[config.mk]
export PLATFORM = sky130hd
export DESIGN_NAME = rxsc_top
export DESIGN_NICKNAME = d
export VERILOG_FILES = /design/src/hw/rxsc_pkg.sv /design/src/hw/rxsc_tick_if.sv /design/src/hw/rxsc_tick.sv /design/src/hw/rxsc_top.sv
export VERILOG_INCLUDE_DIRS = /design/src /design/src/hw
export SDC_FILE = /design/constraint.sdc
export NUM_CORES = 1
export LEC_CHECK = 0
export BUFFER_PORTS_ARGS = -buffer_cell sky130_fd_sc_hd__buf_2
export CAP_MARGIN = 20
export CORE_MARGIN = 2
export CORE_UTILIZATION = 39
export CTS_CLUSTER_DIAMETER = 150
export CTS_CLUSTER_SIZE = 16
export DETAILED_ROUTE_END_ITERATION = 10
export SLEW_MARGIN = 30
export SYNTH_ARGS = -nofsm -noshare
export SYNTH_HDL_FRONTEND = slang
export SYNTH_SLANG_ARGS = --single-unit
[constraint.sdc]
create_clock -name i_clk -period 6.5 [get_ports i_clk]
set_clock_uncertainty 0.15 [all_clocks]
set_input_delay 1.3 -clock i_clk [delete_from_list [all_inputs] [get_ports i_clk]]
set_output_delay 1.3 -clock i_clk [all_outputs]
set_load 0.01 [all_outputs]
[src/hw/rxsc_consts.svh]
`ifndef RXSC_CONSTS_SVH
`define RXSC_CONSTS_SVH

// Clock and time base
`define RXSC_CLK_HZ          25000000
`define RXSC_TICK_US         1000
`define RXSC_TICK_CYCLES     ((`RXSC_CLK_HZ / 1000000) * `RXSC_TICK_US)
`define RXSC_TICK_MS         1

// Timer figures in milliseconds, and their tick counts
`define RXSC_ADV_FAST_MS     100
`define RXSC_ADV_DONE_MIN_MS 600
`define RXSC_ADV_DONE_MAX_MS 800
`define RXSC_HV_HOLD_MS      5000
`define RXSC_ALERT_MS        250
`define RXSC_LINK_SUP_MS     1000
`define RXSC_TERM_MS         500
`define RXSC_CNT_W           13
`define RXSC_ADV_DONE_TICKS  (`RXSC_ADV_DONE_MIN_MS / `RXSC_TICK_MS)
`define RXSC_HV_HOLD_TICKS   (`RXSC_HV_HOLD_MS / `RXSC_TICK_MS)
`define RXSC_LINK_SUP_TICKS  (`RXSC_LINK_SUP_MS / `RXSC_TICK_MS)

// System error codes
`define RXSC_ERR_W           5
`define RXSC_ERR_NONE        5'h00
`define RXSC_ERR_OVER_VOLT   5'h01
`define RXSC_ERR_OVER_TEMP   5'h02
`define RXSC_ERR_OVER_CURR   5'h03
`define RXSC_ERR_WRONG_NET   5'h04

`endif

[src/hw/rxsc_pkg.sv]
`include "rxsc_consts.svh"

package rxsc_pkg;

  typedef enum logic [3:0] {
    RXSC_NULL   = 4'h1,
    RXSC_BOOT   = 4'h2,
    RXSC_ON     = 4'h4,
    RXSC_SYSERR = 4'h8
  } rxsc_state_type;

  typedef enum logic [3:0] {
    RXSC_SUB_NONE = 4'h1,
    RXSC_SUB_LOW  = 4'h2,
    RXSC_SUB_OPT  = 4'h4,
    RXSC_SUB_HIGH = 4'h8
  } rxsc_sub_type;

  typedef struct packed {
    rxsc_state_type           state;
    rxsc_sub_type             sub;
    logic [`RXSC_ERR_W-1:0]   err_code;
    logic                     ctrl_en;
    logic                     permit;
    logic                     reduce;
    logic                     conn_d;
    logic [`RXSC_CNT_W-1:0]   cont_cnt;
    logic [`RXSC_CNT_W-1:0]   hv_cnt;
    logic                     hv_run;
    logic                     hv_done;
    logic [`RXSC_CNT_W-1:0]   sup_cnt;
    logic                     sup_run;
    logic                     out_kill;
    logic                     term_sent;
    logic                     adv;
    logic                     alert;
    logic                     reconnect;
    logic                     terminate;
    logic                     charge_en;
    logic                     comm_en;
    logic                     hv_hold;
    logic                     pwr_limit;
  } rxsc_regs_type;

endpackage

[src/hw/rxsc_tick_if.sv]
`timescale 1ns/100ps
`default_nettype none

interface rxsc_tick_if;
  logic tick;
  modport src (output tick);
  modport snk (input  tick);
endinterface

`default_nettype wire

[src/hw/rxsc_tick.sv]
`timescale 1ns/100ps
`default_nettype none
`include "rxsc_consts.svh"

// Fixed-rate millisecond tick from the system clock
module rxsc_tick
  import rxsc_pkg::*;
#(
  parameter int unsigned CYCLES = `RXSC_TICK_CYCLES
) (
  // Clock and reset
  input  wire logic  i_clk,
  input  wire logic  i_rst_n,
  // Tick out
  rxsc_tick_if.src   tick_if
);

  typedef struct packed {
    logic [31:0] cnt;
    logic        tick;
  } rxsc_tick_regs_type;

  rxsc_tick_regs_type r_ff;
  rxsc_tick_regs_type nxt_r;

  always_comb begin
    nxt_r      = r_ff;
    nxt_r.tick = 1'b0;
    if (r_ff.cnt >= CYCLES - 1) begin
      nxt_r.cnt  = 32'h0;
      nxt_r.tick = 1'b1;
    end else begin
      nxt_r.cnt = r_ff.cnt + 32'h1;
    end
  end

  always_ff @(posedge i_clk or negedge i_rst_n) begin
    if (!i_rst_n) begin
      r_ff <= '0;
    end else begin
      r_ff <= nxt_r;
    end
  end

  assign tick_if.tick = r_ff.tick;

endmodule

`default_nettype wire

[src/hw/rxsc_top.sv]
// What this block does
// - After start-up, stay in Null while rectified voltage is below boot threshold.
// - Once out of Null, return to Null when voltage falls below undervoltage lockout.
// - Charge output is disabled at start-up.
// - Unlinked, charging not done: advertise within 100 ms of coil current rising.
// - Unlinked, charging done: advertise after 600 ms steady coil current, within 800 ms.
// - Limit draw below 1.1 W unless permitted, and whenever the transmitter says so.
// - While on: Low Voltage between boot and min, Optimum between min and high.
// - High Voltage sub-state when voltage is above high and at most maximum.
// - In High Voltage keep output connected five seconds from reporting it.
// - Local fault keeps communication, raises no system error, may cut output.
// - Boot or On enter System Error on over-voltage, over-current or over-temperature.
// - System Error shuts output off until cleared, except when caused by over-voltage.
// - Send an alert within 250 ms of entering System Error.
// - In System Error with power present, notifications stay possible.
// - Only the listed state transitions are made.
// - Null goes to Boot when voltage reaches the boot threshold.
// - Boot goes to On when the transmitter writes the control value.
// - On goes back to Boot on disconnect after charging-done was sent.
// - Boot, On or System Error go to Null when power is removed.
// - System Error only for conditions that cannot be handled locally.
// - Error codes: 1 over-voltage, 2 over-temperature, 3 over-current, 4 wrong network.
// - Link supervision: one second timer, restarted by messages; expiry reconnects.
// - Linked and below boot threshold: start terminating within 500 ms.
`timescale 1ns/100ps
`default_nettype none
`include "rxsc_consts.svh"

module rxsc_top
  import rxsc_pkg::*;
#(
  parameter int unsigned TICK_CYCLES = `RXSC_TICK_CYCLES
) (
  // Clock and reset
  input  wire logic                    i_clk,
  input  wire logic                    i_rst_n,
  // Rectified voltage comparators
  input  wire logic                    i_rectified_voltage_ge_boot,
  input  wire logic                    i_rectified_voltage_ge_uvlo,
  input  wire logic                    i_rectified_voltage_ge_min,
  input  wire logic                    i_rectified_voltage_gt_high,
  input  wire logic                    i_rectified_voltage_gt_max,
  // Coil detection and alert conditions
  input  wire logic                    i_coil_above_min,
  input  wire logic                    i_over_current,
  input  wire logic                    i_over_temp,
  input  wire logic                    i_wrong_network,
  input  wire logic                    i_local_fault,
  // Link and transmitter commands
  input  wire logic                    i_connected,
  input  wire logic                    i_charge_done,
  input  wire logic                    i_ctrl_write,
  input  wire logic                    i_ctrl_enable,
  input  wire logic                    i_ctrl_permit,
  input  wire logic                    i_ctrl_reduce,
  input  wire logic                    i_expected_msg,
  input  wire logic                    i_reconnect_failed,
  input  wire logic                    i_hv_reported,
  // Status and actions
  output logic [3:0]                   o_state,
  output logic [3:0]                   o_substate,
  output logic [`RXSC_ERR_W-1:0]       o_error_code,
  output logic                         o_charge_en,
  output logic                         o_power_limit,
  output logic                         o_hv_hold,
  output logic                         o_comm_en,
  output logic                         o_advertise,
  output logic                         o_alert,
  output logic                         o_reconnect,
  output logic                         o_terminate
);

  rxsc_tick_if   tick_if ();
  rxsc_regs_type r_ff;
  rxsc_regs_type nxt_r;
  logic          tick;
  logic          err_now;
  logic [`RXSC_ERR_W-1:0] err_code_now;

  rxsc_tick #(
    .CYCLES  (TICK_CYCLES)
  ) u_tick (
    .i_clk   (i_clk),
    .i_rst_n (i_rst_n),
    .tick_if (tick_if)
  );

  assign tick = tick_if.tick;

  // Local faults are absent here by design: only these reach System Error
  always_comb begin
    err_now      = i_rectified_voltage_gt_max | i_over_temp | i_over_current | i_wrong_network;
    err_code_now = `RXSC_ERR_NONE;
    if (i_rectified_voltage_gt_max) begin
      err_code_now = `RXSC_ERR_OVER_VOLT;
    end else if (i_over_temp) begin
      err_code_now = `RXSC_ERR_OVER_TEMP;
    end else if (i_over_current) begin
      err_code_now = `RXSC_ERR_OVER_CURR;
    end else if (i_wrong_network) begin
      err_code_now = `RXSC_ERR_WRONG_NET;
    end
  end

  always_comb begin
    nxt_r           = r_ff;
    nxt_r.adv       = 1'b0;
    nxt_r.alert     = 1'b0;
    nxt_r.reconnect = 1'b0;
    nxt_r.terminate = 1'b0;
    nxt_r.conn_d    = i_connected;

    // State transitions; no path exists besides those listed
    case (r_ff.state)
      RXSC_NULL: begin
        if (i_rectified_voltage_ge_boot) begin
          nxt_r.state = RXSC_BOOT;
        end
      end
      RXSC_BOOT: begin
        if (!i_rectified_voltage_ge_boot || !i_rectified_voltage_ge_uvlo) begin
          nxt_r.state = RXSC_NULL;
        end else if (err_now) begin
          nxt_r.state = RXSC_SYSERR;
        end else if (i_ctrl_write) begin
          nxt_r.state = RXSC_ON;
        end
      end
      RXSC_ON: begin
        if (!i_rectified_voltage_ge_boot || !i_rectified_voltage_ge_uvlo) begin
          nxt_r.state = RXSC_NULL;
        end else if (err_now) begin
          nxt_r.state = RXSC_SYSERR;
        end else if (i_charge_done && r_ff.conn_d && !i_connected) begin
          nxt_r.state = RXSC_BOOT;
        end
      end
      RXSC_SYSERR: begin
        if (!i_rectified_voltage_ge_boot || !i_rectified_voltage_ge_uvlo) begin
          nxt_r.state = RXSC_NULL;
        end
      end
      default: begin
        nxt_r.state = RXSC_NULL;
      end
    endcase

    // Code is latched on entry and alert goes out at once
    if (nxt_r.state == RXSC_SYSERR && r_ff.state != RXSC_SYSERR) begin
      nxt_r.err_code = err_code_now;
      nxt_r.alert    = 1'b1;
    end else if (nxt_r.state != RXSC_SYSERR) begin
      nxt_r.err_code = `RXSC_ERR_NONE;
    end

    // Control value from the transmitter
    if (nxt_r.state == RXSC_NULL) begin
      nxt_r.ctrl_en  = 1'b0;
      nxt_r.permit   = 1'b0;
      nxt_r.reduce   = 1'b0;
      nxt_r.out_kill = 1'b0;
    end else if (i_ctrl_write) begin
      nxt_r.ctrl_en  = i_ctrl_enable;
      nxt_r.permit   = i_ctrl_permit;
      nxt_r.reduce   = i_ctrl_reduce;
      nxt_r.out_kill = 1'b0;
    end

    // Voltage sub-state, only meaningful while on
    nxt_r.sub = RXSC_SUB_NONE;
    if (nxt_r.state == RXSC_ON) begin
      if (!i_rectified_voltage_ge_min) begin
        nxt_r.sub = RXSC_SUB_LOW;
      end else if (!i_rectified_voltage_gt_high) begin
        nxt_r.sub = RXSC_SUB_OPT;
      end else if (!i_rectified_voltage_gt_max) begin
        nxt_r.sub = RXSC_SUB_HIGH;
      end
    end

    // High voltage grace time starts when the sub-state is reported
    if (nxt_r.sub != RXSC_SUB_HIGH) begin
      nxt_r.hv_run  = 1'b0;
      nxt_r.hv_done = 1'b0;
      nxt_r.hv_cnt  = '0;
    end else if (!r_ff.hv_run && i_hv_reported) begin
      nxt_r.hv_run = 1'b1;
      nxt_r.hv_cnt = '0;
    end else if (r_ff.hv_run && !r_ff.hv_done && tick) begin
      nxt_r.hv_cnt = r_ff.hv_cnt + `RXSC_CNT_W'(1);
      if (r_ff.hv_cnt == `RXSC_CNT_W'(`RXSC_HV_HOLD_TICKS - 1)) begin
        nxt_r.hv_done = 1'b1;
      end
    end

    // Advertising while unlinked and powered
    if (r_ff.state == RXSC_BOOT && !i_connected && i_coil_above_min) begin
      if (tick && r_ff.cont_cnt != `RXSC_CNT_W'(`RXSC_ADV_DONE_TICKS)) begin
        nxt_r.cont_cnt = r_ff.cont_cnt + `RXSC_CNT_W'(1);
      end
      if (!i_charge_done) begin
        nxt_r.adv = 1'b1;
      end else if (r_ff.cont_cnt == `RXSC_CNT_W'(`RXSC_ADV_DONE_TICKS)) begin
        nxt_r.adv = 1'b1;
      end
    end else begin
      nxt_r.cont_cnt = '0;
    end

    // Link supervision
    if (!i_connected) begin
      nxt_r.sup_run = 1'b0;
      nxt_r.sup_cnt = '0;
    end else if ((i_connected && !r_ff.conn_d) || i_expected_msg) begin
      nxt_r.sup_run = 1'b1;
      nxt_r.sup_cnt = '0;
    end else if (r_ff.sup_run && tick) begin
      nxt_r.sup_cnt = r_ff.sup_cnt + `RXSC_CNT_W'(1);
      if (r_ff.sup_cnt == `RXSC_CNT_W'(`RXSC_LINK_SUP_TICKS - 1)) begin
        nxt_r.sup_run   = 1'b0;
        nxt_r.reconnect = 1'b1;
      end
    end
    if (i_reconnect_failed && nxt_r.state != RXSC_NULL) begin
      nxt_r.out_kill = 1'b1;
    end

    // Terminate the link once on loss of boot voltage
    if (i_rectified_voltage_ge_boot) begin
      nxt_r.term_sent = 1'b0;
    end else if (i_connected && !r_ff.term_sent) begin
      nxt_r.term_sent = 1'b1;
      nxt_r.terminate = 1'b1;
    end

    // Output gating follows the registered state of the same cycle
    nxt_r.charge_en = 1'b0;
    if (nxt_r.state == RXSC_ON) begin
      nxt_r.charge_en = nxt_r.ctrl_en && !nxt_r.out_kill && !i_local_fault
                        && !nxt_r.hv_done;
    end else if (nxt_r.state == RXSC_SYSERR) begin
      nxt_r.charge_en = nxt_r.ctrl_en && !nxt_r.out_kill
                        && (nxt_r.err_code == `RXSC_ERR_OVER_VOLT || !err_now);
    end
    nxt_r.comm_en = (nxt_r.state != RXSC_NULL);
    nxt_r.hv_hold   = nxt_r.hv_run && !nxt_r.hv_done;
    nxt_r.pwr_limit = !nxt_r.permit || nxt_r.reduce;
  end

  always_ff @(posedge i_clk or negedge i_rst_n) begin
    if (!i_rst_n) begin
      r_ff          <= '0;
      r_ff.state    <= RXSC_NULL;
      r_ff.sub      <= RXSC_SUB_NONE;
      r_ff.pwr_limit <= 1'b1;
    end else begin
      r_ff <= nxt_r;
    end
  end

  assign o_state       = r_ff.state;
  assign o_substate    = r_ff.sub;
  assign o_error_code  = r_ff.err_code;
  assign o_charge_en   = r_ff.charge_en;
  assign o_hv_hold     = r_ff.hv_hold;
  assign o_power_limit = r_ff.pwr_limit;
  assign o_comm_en     = r_ff.comm_en;
  assign o_advertise   = r_ff.adv;
  assign o_alert       = r_ff.alert;
  assign o_reconnect   = r_ff.reconnect;
  assign o_terminate   = r_ff.terminate;

  AST_NULL_HOLD: assert property (@(posedge i_clk) disable iff (!i_rst_n)
    (r_ff.state == RXSC_NULL && !i_rectified_voltage_ge_boot) |=> (r_ff.state == RXSC_NULL))
    else $error("left Null below boot threshold");

  AST_UVLO_NULL: assert property (@(posedge i_clk) disable iff (!i_rst_n)
    (r_ff.state != RXSC_NULL && !i_rectified_voltage_ge_uvlo) |=> (r_ff.state == RXSC_NULL))
    else $error("no return to Null under lockout");

  AST_OUT_OFF_EARLY: assert property (@(posedge i_clk) disable iff (!i_rst_n)
    (r_ff.state == RXSC_NULL || r_ff.state == RXSC_BOOT) |-> !o_charge_en)
    else $error("charge output on before On");

  AST_ADV_FAST: assert property (@(posedge i_clk) disable iff (!i_rst_n)
    (r_ff.state == RXSC_BOOT && !i_connected && i_coil_above_min && !i_charge_done)
      |=> o_advertise)
    else $error("advertisement late");

  AST_SYSERR_ENTRY: assert property (@(posedge i_clk) disable iff (!i_rst_n)
    ((r_ff.state == RXSC_BOOT || r_ff.state == RXSC_ON) && i_rectified_voltage_ge_boot && i_rectified_voltage_ge_uvlo
      && (i_rectified_voltage_gt_max || i_over_current || i_over_temp))
      |=> (r_ff.state == RXSC_SYSERR))
    else $error("System Error not entered");

  AST_SYSERR_OFF: assert property (@(posedge i_clk) disable iff (!i_rst_n)
    (r_ff.state == RXSC_SYSERR && r_ff.err_code != `RXSC_ERR_OVER_VOLT && $past(err_now))
      |-> !o_charge_en)
    else $error("output on during System Error");

  AST_ALERT_ENTRY: assert property (@(posedge i_clk) disable iff (!i_rst_n)
    $rose(r_ff.state == RXSC_SYSERR) |-> (o_alert && o_error_code != `RXSC_ERR_NONE))
    else $error("no alert on System Error entry");

  AST_SYSERR_EXIT: assert property (@(posedge i_clk) disable iff (!i_rst_n)
    (r_ff.state == RXSC_SYSERR) |=> (r_ff.state == RXSC_SYSERR || r_ff.state == RXSC_NULL))
    else $error("illegal exit from System Error");

  AST_HIGH_SUB: assert property (@(posedge i_clk) disable iff (!i_rst_n)
    (r_ff.state == RXSC_ON && i_rectified_voltage_ge_min && i_rectified_voltage_gt_high && !i_rectified_voltage_gt_max)
      ##1 (r_ff.state == RXSC_ON) |-> (r_ff.sub == RXSC_SUB_HIGH))
    else $error("High Voltage sub-state missed");

  AST_BOOT_ON: assert property (@(posedge i_clk) disable iff (!i_rst_n)
    (r_ff.state == RXSC_BOOT && i_ctrl_write && !err_now && i_rectified_voltage_ge_boot && i_rectified_voltage_ge_uvlo)
      |=> (r_ff.state == RXSC_ON))
    else $error("Boot did not go On");

endmodule

`default_nettype wire

==> key figures, run 1 <==
Status
  – Status: finished clean

Setup path
  – Crit Path Class: in -> reg
  – CP Cell Sequence: buf_2 > nor4_2 > nand2_1 > nor4_2 > nand2_1 > nor2_1
  – WP depth: 6
  – CP endpoint kind: register
  – WP buf/inv: 1
  – Crit path capture: r_ff[26]$_DFFE_PN0P_
  – Delay-heaviest family, CP: simple AND/OR/NAND/NOR gates
  – R2R Path End: r_ff[26]$_DFFE_PN0P_
  – Critical Path AT: 2.97 ns
  – CP max FO: 13
  – Largest stage delay, worst path: 0.46 ns
  – Flop-to-flop setup slack: 3.93 ns
  – Setup crit start kind: input port
  – Crit-path slowest cell: nor4_2
  – WP data required: 6.61 ns
  – Critical Path Start: i_over_temp
  – Reg2reg path depth: 5
  – Worst R2R Start: o_state[1]$_DFF_PN0_

Power and ir drop
  – Cell leakage power: 2.24 nW
  – Total design power: 0.00125 W
  – Power Internal: 0.000977 W
  – Share of power burned in the clock network: 42.8%
  – Switching power: 0.000272 W
  – Sequential share of power: 52.5%
  – Combinational power share: 4.7%
  – Total power per unit cell area: 243 nW/um2
  – Switch share: 21.8%
  – VDD IR max: 0.155 mV

Placement
  – Dpl cells: 611
  – Gpl congestion: 0.824
  – Post-DP HPWL: 5740 um
  – Port Buffers: 41

Final layout
  – Ant diodes: 0
  – Post-Layout Cell Count: 627
  – Layout cells sized above 1: 14.3%
  – Fin nets: 505
  – Area delta synth->final: 13.6%
  – Most frequent cells in the layout: dfrtp_1 (99), nor2_1 (74), buf_2 (40)
  – Fill count: 1107
  – Most common cell after layout, fill and taps aside: dfrtp_1

CTS
  – Clk buf depth: 2
  – # resized after CTS: 0
  – Clk pin slew, worst setup/hold paths: 0.07 ns
  – H-tree Lvls: 3
  – Latest clock arrival within the worst-skew pair: 0.34 ns
  – TritonCTS buffer count: 9
  – TritonCTS Sinks: 102
  – CTS tree: done
  – CTS root buf: clkbuf_16
  – Cts hold-fix bufs: 0
  – Post-CTS setup buffers: 0

STA
  – Final worst path period share: 43.9%
  – Pins Over Slew Limit: 0
  – F_max: 0.350 GHz
  – Setup TNS: 0 ns
  – Final Critical Period: 2.86 ns
  – Count of final hold-check violations: 0
  – Rel. slew slack: 48.5%
  – Unrepaired setup endpoints after global routing: no
  – Worst slew pin tran: 0.772 ns
  – Final setup violation count: 0

Synth
  – Top FF cell, synth: dfrtp_1
  – Asr flop ratio synth: 100%
  – Synth Register Bits: 102
  – Netlist cell types: 46
  – Register area share after synthesis: 56.5%
  – Syn Inst Count: 432
  – Syn Area/Cell: 10.5 um2
  – Post-Syn Area: 4520 um2
  – Post-synth EDFFs: 0
  – YS warnings: 0

Global route
  – Gr usage total: 14.3%
  – Initial antenna violation count: 0
  – First-pass GRT wire length: 14700 um
  – Vias in the first global route: 3174
  – Remaining Overflow, GRT: 0
  – Largest net degree at the start of global routing: 64

Hold path
  – Worst hold stages: 1
  – Hold Crit Class: reg -> reg

Routing
  – Vias: 3076
  – Met2 routed wirelength: 3850 um
  – Total iterations of the first detailed-routing run: 4
  – Total detailed-routing wirelength: 8180 um
  – DRC: 0
  – Routed len/inst: 13.0 um
  – Avg Vias per Cell: 4.91
  – Post-route ant nets: 0
  – Routed met3 length: 271 um
  – Metal-1 WL: 3940 um
  – Initial DRC Count: 206
  – DR top layer: met4

Die
  – Row cnt: 39
  – Die W: 112 um
  – Io pins: 42
  – Die Ht: 112 um
  – Die ar.: 12500 um2
  – Initial Util: 39.8%
  – Total core area: 11400 um2

Flow run
  – Max-capacitance violation count: 0
## cell usage after synthesis (5+ instances only)
master | number | area share, %
nor4_1 | 8 | 1.1
a21oi_1 | 13 | 1.4
nor3_1 | 15 | 1.7
ha_1 | 5 | 1.4
dfrtp_1 | 99 | 55
buf_4 | 14 | 2.3
nor3b_1 | 5 | 0.83
mux2i_1 | 5 | 1.1
and3_1 | 7 | 0.97
o21ai_0 | 9 | 1.0
nor2_1 | 74 | 6.1
xnor2_1 | 18 | 3.5
nand3_1 | 10 | 1.1
or3_1 | 7 | 0.97
inv_1 | 13 | 1.1
xor2_1 | 26 | 5.0
nand2_1 | 39 | 3.2
nand4_1 | 14 | 1.9
## how the worst min path moves through the flow
stage	from	endpoint	slack, ns
4_1_cts	r_ff[8]$_DFFE_PN0P_	o_terminate$_DFF_PN0_	0.30
2_1_floorplan	r_ff[8]$_DFFE_PN0P_	o_terminate$_DFF_PN0_	0.26
5_1_grt	r_ff[8]$_DFFE_PN0P_	o_terminate$_DFF_PN0_	0.32
3_3_place_gp	r_ff[8]$_DFFE_PN0P_	o_terminate$_DFF_PN0_	0.27
6_report	r_ff[8]$_DFFE_PN0P_	o_terminate$_DFF_PN0_	0.30
3_5_place_dp	r_ff[8]$_DFFE_PN0P_	o_terminate$_DFF_PN0_	0.29
## per-stage QoR
stage | util [%] | area (um2) | worst slack, ns | hold slack (ns)
final | 45.2 | 5140 | 3.64 | 0.303
after detailed placement | 42.5 | 4830 | 3.24 | 0.290
after global routing | 45.2 | 5140 | 3.40 | 0.322
after CTS | 45.2 | 5140 | 3.62 | 0.302
after global placement | 42.5 | 4830 | 3.34 | 0.274
after floorplan | - | 4580 | 3.61 | 0.257
## cells by family (layout without fill, tap and decap cells)
group | after synthesis | count (layout) | synth area share, %
adder cells (fa/ha/maj) | 5 | 5 | 1.38
XOR/XNOR | 44 | 44 | 8.52
AND/OR/NAND/NOR | 202 | 202 | 22.8
AO/OA/AOI/OAI | 37 | 37 | 5.20
multiplexers | 5 | 5 | 1.11
other | 1 | 17 | 0.0829
buffers and inverters | 36 | 72 | 4.40
flip-flops | 102 | 102 | 56.5
## routing by layer
layer	vias up	track usage [%]
li1	1527	-
met5	-	0
met1	1499	19.3
met2	40	22.8
met4	0	5.10
met3	10	3.32
## flip-flops by register name, indices dropped and copies added, names as in the netlist
register / cells
o_advertise: 1
o_alert: 1
o_charge_en: 1
o_comm_en: 1
o_error_code: 5
o_hv_hold: 1
o_power_limit: 1
o_reconnect: 1
o_state: 4
o_substate: 4
o_terminate: 1
r_ff: 48
u_tick.r_ff: 32
u_tick.tick_if.tick: 1
## power groups by stage
stage	Clock [W]	Combinational [W]	Sequential [W]
after global routing	0.000578	0.0000674	0.000657
after global placement	0	0.0000589	0.000667
after floorplan	0	0.0000342	0.000665
after CTS	0.000554	0.0000601	0.000656
final	0.000535	0.0000585	0.000656
after detailed placement	0	0.0000599	0.000668
## cell type report
cell class / instances / area (um2) / share of cell area, %
Sequential cell: 102 / 2560 / 49.8
Multi-Input combinational cell: 310 / 1830 / 35.6
Clock buffer: 11 / 243 / 4.73
Timing Repair Buffer: 43 / 223 / 4.34
Tap cell: 143 / 179 / 3.48
Clock inverter: 5 / 58.8 / 1.14
Inverter: 13 / 48.8 / 0.950
(Power assumes the default switching activity.)
==> run 2: changes to the inputs <==
--- a/config.mk
+++ b/config.mk
@@ -6,6 +6,7 @@
 export SDC_FILE = /design/constraint.sdc
 export NUM_CORES = 1
 export LEC_CHECK = 0
+export ABC_AREA = 1
 export BUFFER_PORTS_ARGS = -buffer_cell sky130_fd_sc_hd__buf_2
 export CAP_MARGIN = 20
 export CORE_MARGIN = 2
==> constraint.sdc (replaced) <==
create_clock -name i_clk -period 3 [get_ports i_clk]
set_clock_uncertainty 0.15 [all_clocks]
set_input_delay 0.6 -clock i_clk [delete_from_list [all_inputs] [get_ports i_clk]]
set_output_delay 0.6 -clock i_clk [all_outputs]
set_load 0.01 [all_outputs]
==> run 2 against run 1 <==
Compared with the run above: non-clock buffer count rose by 1; cell count rose by 27%; critical path type is now reg -> reg; sequential share of layout area fell by 3.7 points; first-iteration DRC count rose by 13%; synthesized cell count rose by 32%; synthesized area rose by 7.9%; hold slack got worse by 0.19 ns; largest cell class unchanged; power rose by 130%; combinational power rose to 4.7 times the previous value.
==> key figures, run 2 <==
Synth
  – Syn Area/Cell: 8.56 um2
  – YS warnings: 0
  – Register area share after synthesis: 52.4%
  – Netlist cell types: 39
  – Commonest cells in the netlist: nand2_1 (103), dfrtp_1 (99), inv_1 (76)
  – Syn Inst Count: 570
  – Top FF cell, synth: dfrtp_1
  – Post-synth top area share: 50.8%
  – Synth area leaders: dfrtp_1 (51%), nand2_1 (7.9%), inv_1 (5.8%), nor2_1 (5.8%), xor2_1 (4.3%)
  – Asr flop ratio synth: 100%
  – Dominant cell by count in the synthesized netlist: nand2_1
  – Yosys top cell by area: dfrtp_1
  – Synth Register Bits: 102
  – Post-Syn Area: 4880 um2
  – Post-synth EDFFs: 0

Global route
  – Remaining Overflow, GRT: 0
  – First-pass GRT wire length: 16200 um
  – Initial antenna violation count: 0
  – Gr usage total: 15.0%
  – Largest net degree at the start of global routing: 56
  – Vias in the first global route: 3616

Setup path
  – WP data required: 3.07 ns
  – Setup crit start kind: register
  – Crit Path Class: reg -> reg
  – Critical Path AT: 2.08 ns
  – CP max FO: 12
  – CP endpoint kind: register

CTS
  – Clk buf depth: 2
  – Latest clock arrival within the worst-skew pair: 0.35 ns
  – H-tree Lvls: 3
  – Clk pin slew, worst setup/hold paths: 0.08 ns
  – CTS root buf: clkbuf_16
  – # resized after CTS: 0
  – TritonCTS Sinks: 102
  – Cts hold-fix bufs: 0
  – CTS tree: done
  – TritonCTS buffer count: 9
  – Post-CTS setup buffers: 0

Routing
  – DRC: 0
  – Post-route ant nets: 0
  – Avg Vias per Cell: 4.67
  – Initial DRC Count: 233
  – Vias: 3718
  – Routed len/inst: 11.6 um
  – Total detailed-routing wirelength: 9210 um
  – Total iterations of the first detailed-routing run: 4

STA
  – F_max: 0.497 GHz
  – Final setup violation count: 0
  – Final worst path period share: 67.1%
  – Worst slew pin tran: 0.622 ns
  – Count of final hold-check violations: 0
  – Final Critical Period: 2.01 ns
  – Pins Over Slew Limit: 0
  – Unrepaired setup endpoints after global routing: no
  – Setup TNS: 0 ns
  – Rel. slew slack: 58.5%

Power and ir drop
  – VDD IR max: 0.251 mV
  – Total design power: 0.00289 W
  – Cell leakage power: 2.63 nW
  – Total power per unit cell area: 521 nW/um2

Final layout
  – Ant diodes: 0
  – Most frequent cells in the layout: nand2_1 (103), dfrtp_1 (99), inv_1 (76)
  – Largest register FFs: 48
  – Final instance area: 5550 um2
  – Layout cells sized above 1: 14.8%
  – Largest Register: r_ff
  – Fin nets: 649
  – Area delta synth->final: 13.8%
  – Most common cell after layout, fill and taps aside: nand2_1

Die
  – Row cnt: 40
  – Die W: 116 um
  – Total core area: 12100 um2
  – Initial Util: 40.3%
  – Die ar.: 13400 um2
  – Die Ht: 116 um
  – Io pins: 42

Placement
  – Post-DP HPWL: 6560 um
  – Gpl congestion: 0.896
  – Placed cell areas: 5260 um2
  – Port Buffers: 41

Status
  – Status: finished clean

Flow run
  – Max-capacitance violation count: 0

Hold path
  – Hold Crit Class: in -> async
==> run 2: per-layer routing <==
layer / GRT usage [%] / vias to the layer above / routed length, um
met3: 2.56 / 12 / 240
met4: 6.67 / 0 / 172
met1: 19.9 / 1765 / 4500
li1: - / 1898 / -
met5: 0 / - / 0
met2: 24.3 / 43 / 4290
==> run 2: logic make-up after synthesis <==
| logic type | synth area share (%) |
|---|---|
| XOR/XNOR | 4.49 |
| AO/OA/AOI/OAI | 5.38 |
| multiplexers | 0.205 |
| AND/OR/NAND/NOR | 27.2 |
| other | 0.0768 |
| adder cells (fa/ha/maj) | 1.28 |
| flip-flops | 52.4 |
| buffers and inverters | 8.97 |
==> run 2: power breakdown <==
part	switching (W)	internal [W]	leakage (nW)	total, W
clock network	0.000554	0.000584	0.140	0.00114
registers	0.0000352	0.00144	1.36	0.00148
logic	0.000188	0.0000871	1.13	0.000276
==> run 2: layout make-up <==
class | count | area [um2]
Fill cell | 1194 | 6560
Sequential cell | 102 | 2560
Multi-Input combinational cell | 384 | 1950
Inverter | 82 | 309
Timing Repair Buffer | 44 | 243
Clock buffer | 9 | 225
Tap cell | 168 | 210
Clock inverter | 7 | 65.1
==> run 2: worst max-delay path, stage by stage (launching register included) <==
cell and delay [ns]:
dfrtp_1 0.41, inv_1 0.10, ha_1 0.14, nand2_1 0.05, nor3_1 0.16, nand3_1 0.14, nand2_1 0.08, buf_4 0.17
nand2_1 0.26, nand2_1 0.15, o21ai_1 0.07
==> run 2: worst paths after layout <==
check | startpoint | end | slack [ns] | depth (start not counted)
min in group i_clk | i_connected | r_ff[52]$_DFF_PN0_ | 0.26 | 1
hold / removal | i_rst_n | r_ff[18]$_DFFE_PN0P_ | 0.11 | 1
max in group asynchronous | i_rst_n | o_power_limit$_DFF_PN1_ | 1.82 | 2
hold reg to reg | r_ff[8]$_DFFE_PN0P_ | o_terminate$_DFF_PN0_ | 0.28 | 1
setup reg to reg | r_ff[39]$_DFFE_PN0P_ | r_ff[48]$_DFFE_PN0P_ | 0.99 | 10
setup / recovery | r_ff[39]$_DFFE_PN0P_ | r_ff[48]$_DFFE_PN0P_ | 0.99 | 10
==> run 2: stage by stage <==
| stage | instances | setup WS (ns) | util, % | hold slack, ns |
|---|---|---|---|---|
| 6_report | 796 | 0.986 | 45.9 | 0.114 |
| 5_1_grt | 796 | 0.727 | 45.9 | 0.161 |
| 4_1_cts | 796 | 0.994 | 45.9 | 0.134 |
| 3_5_place_dp | 780 | 0.935 | 43.5 | 0.279 |
| 3_3_place_gp | 780 | 0.963 | 43.5 | 0.273 |
| 2_1_floorplan | 586 | 1.29 | - | 0.154 |
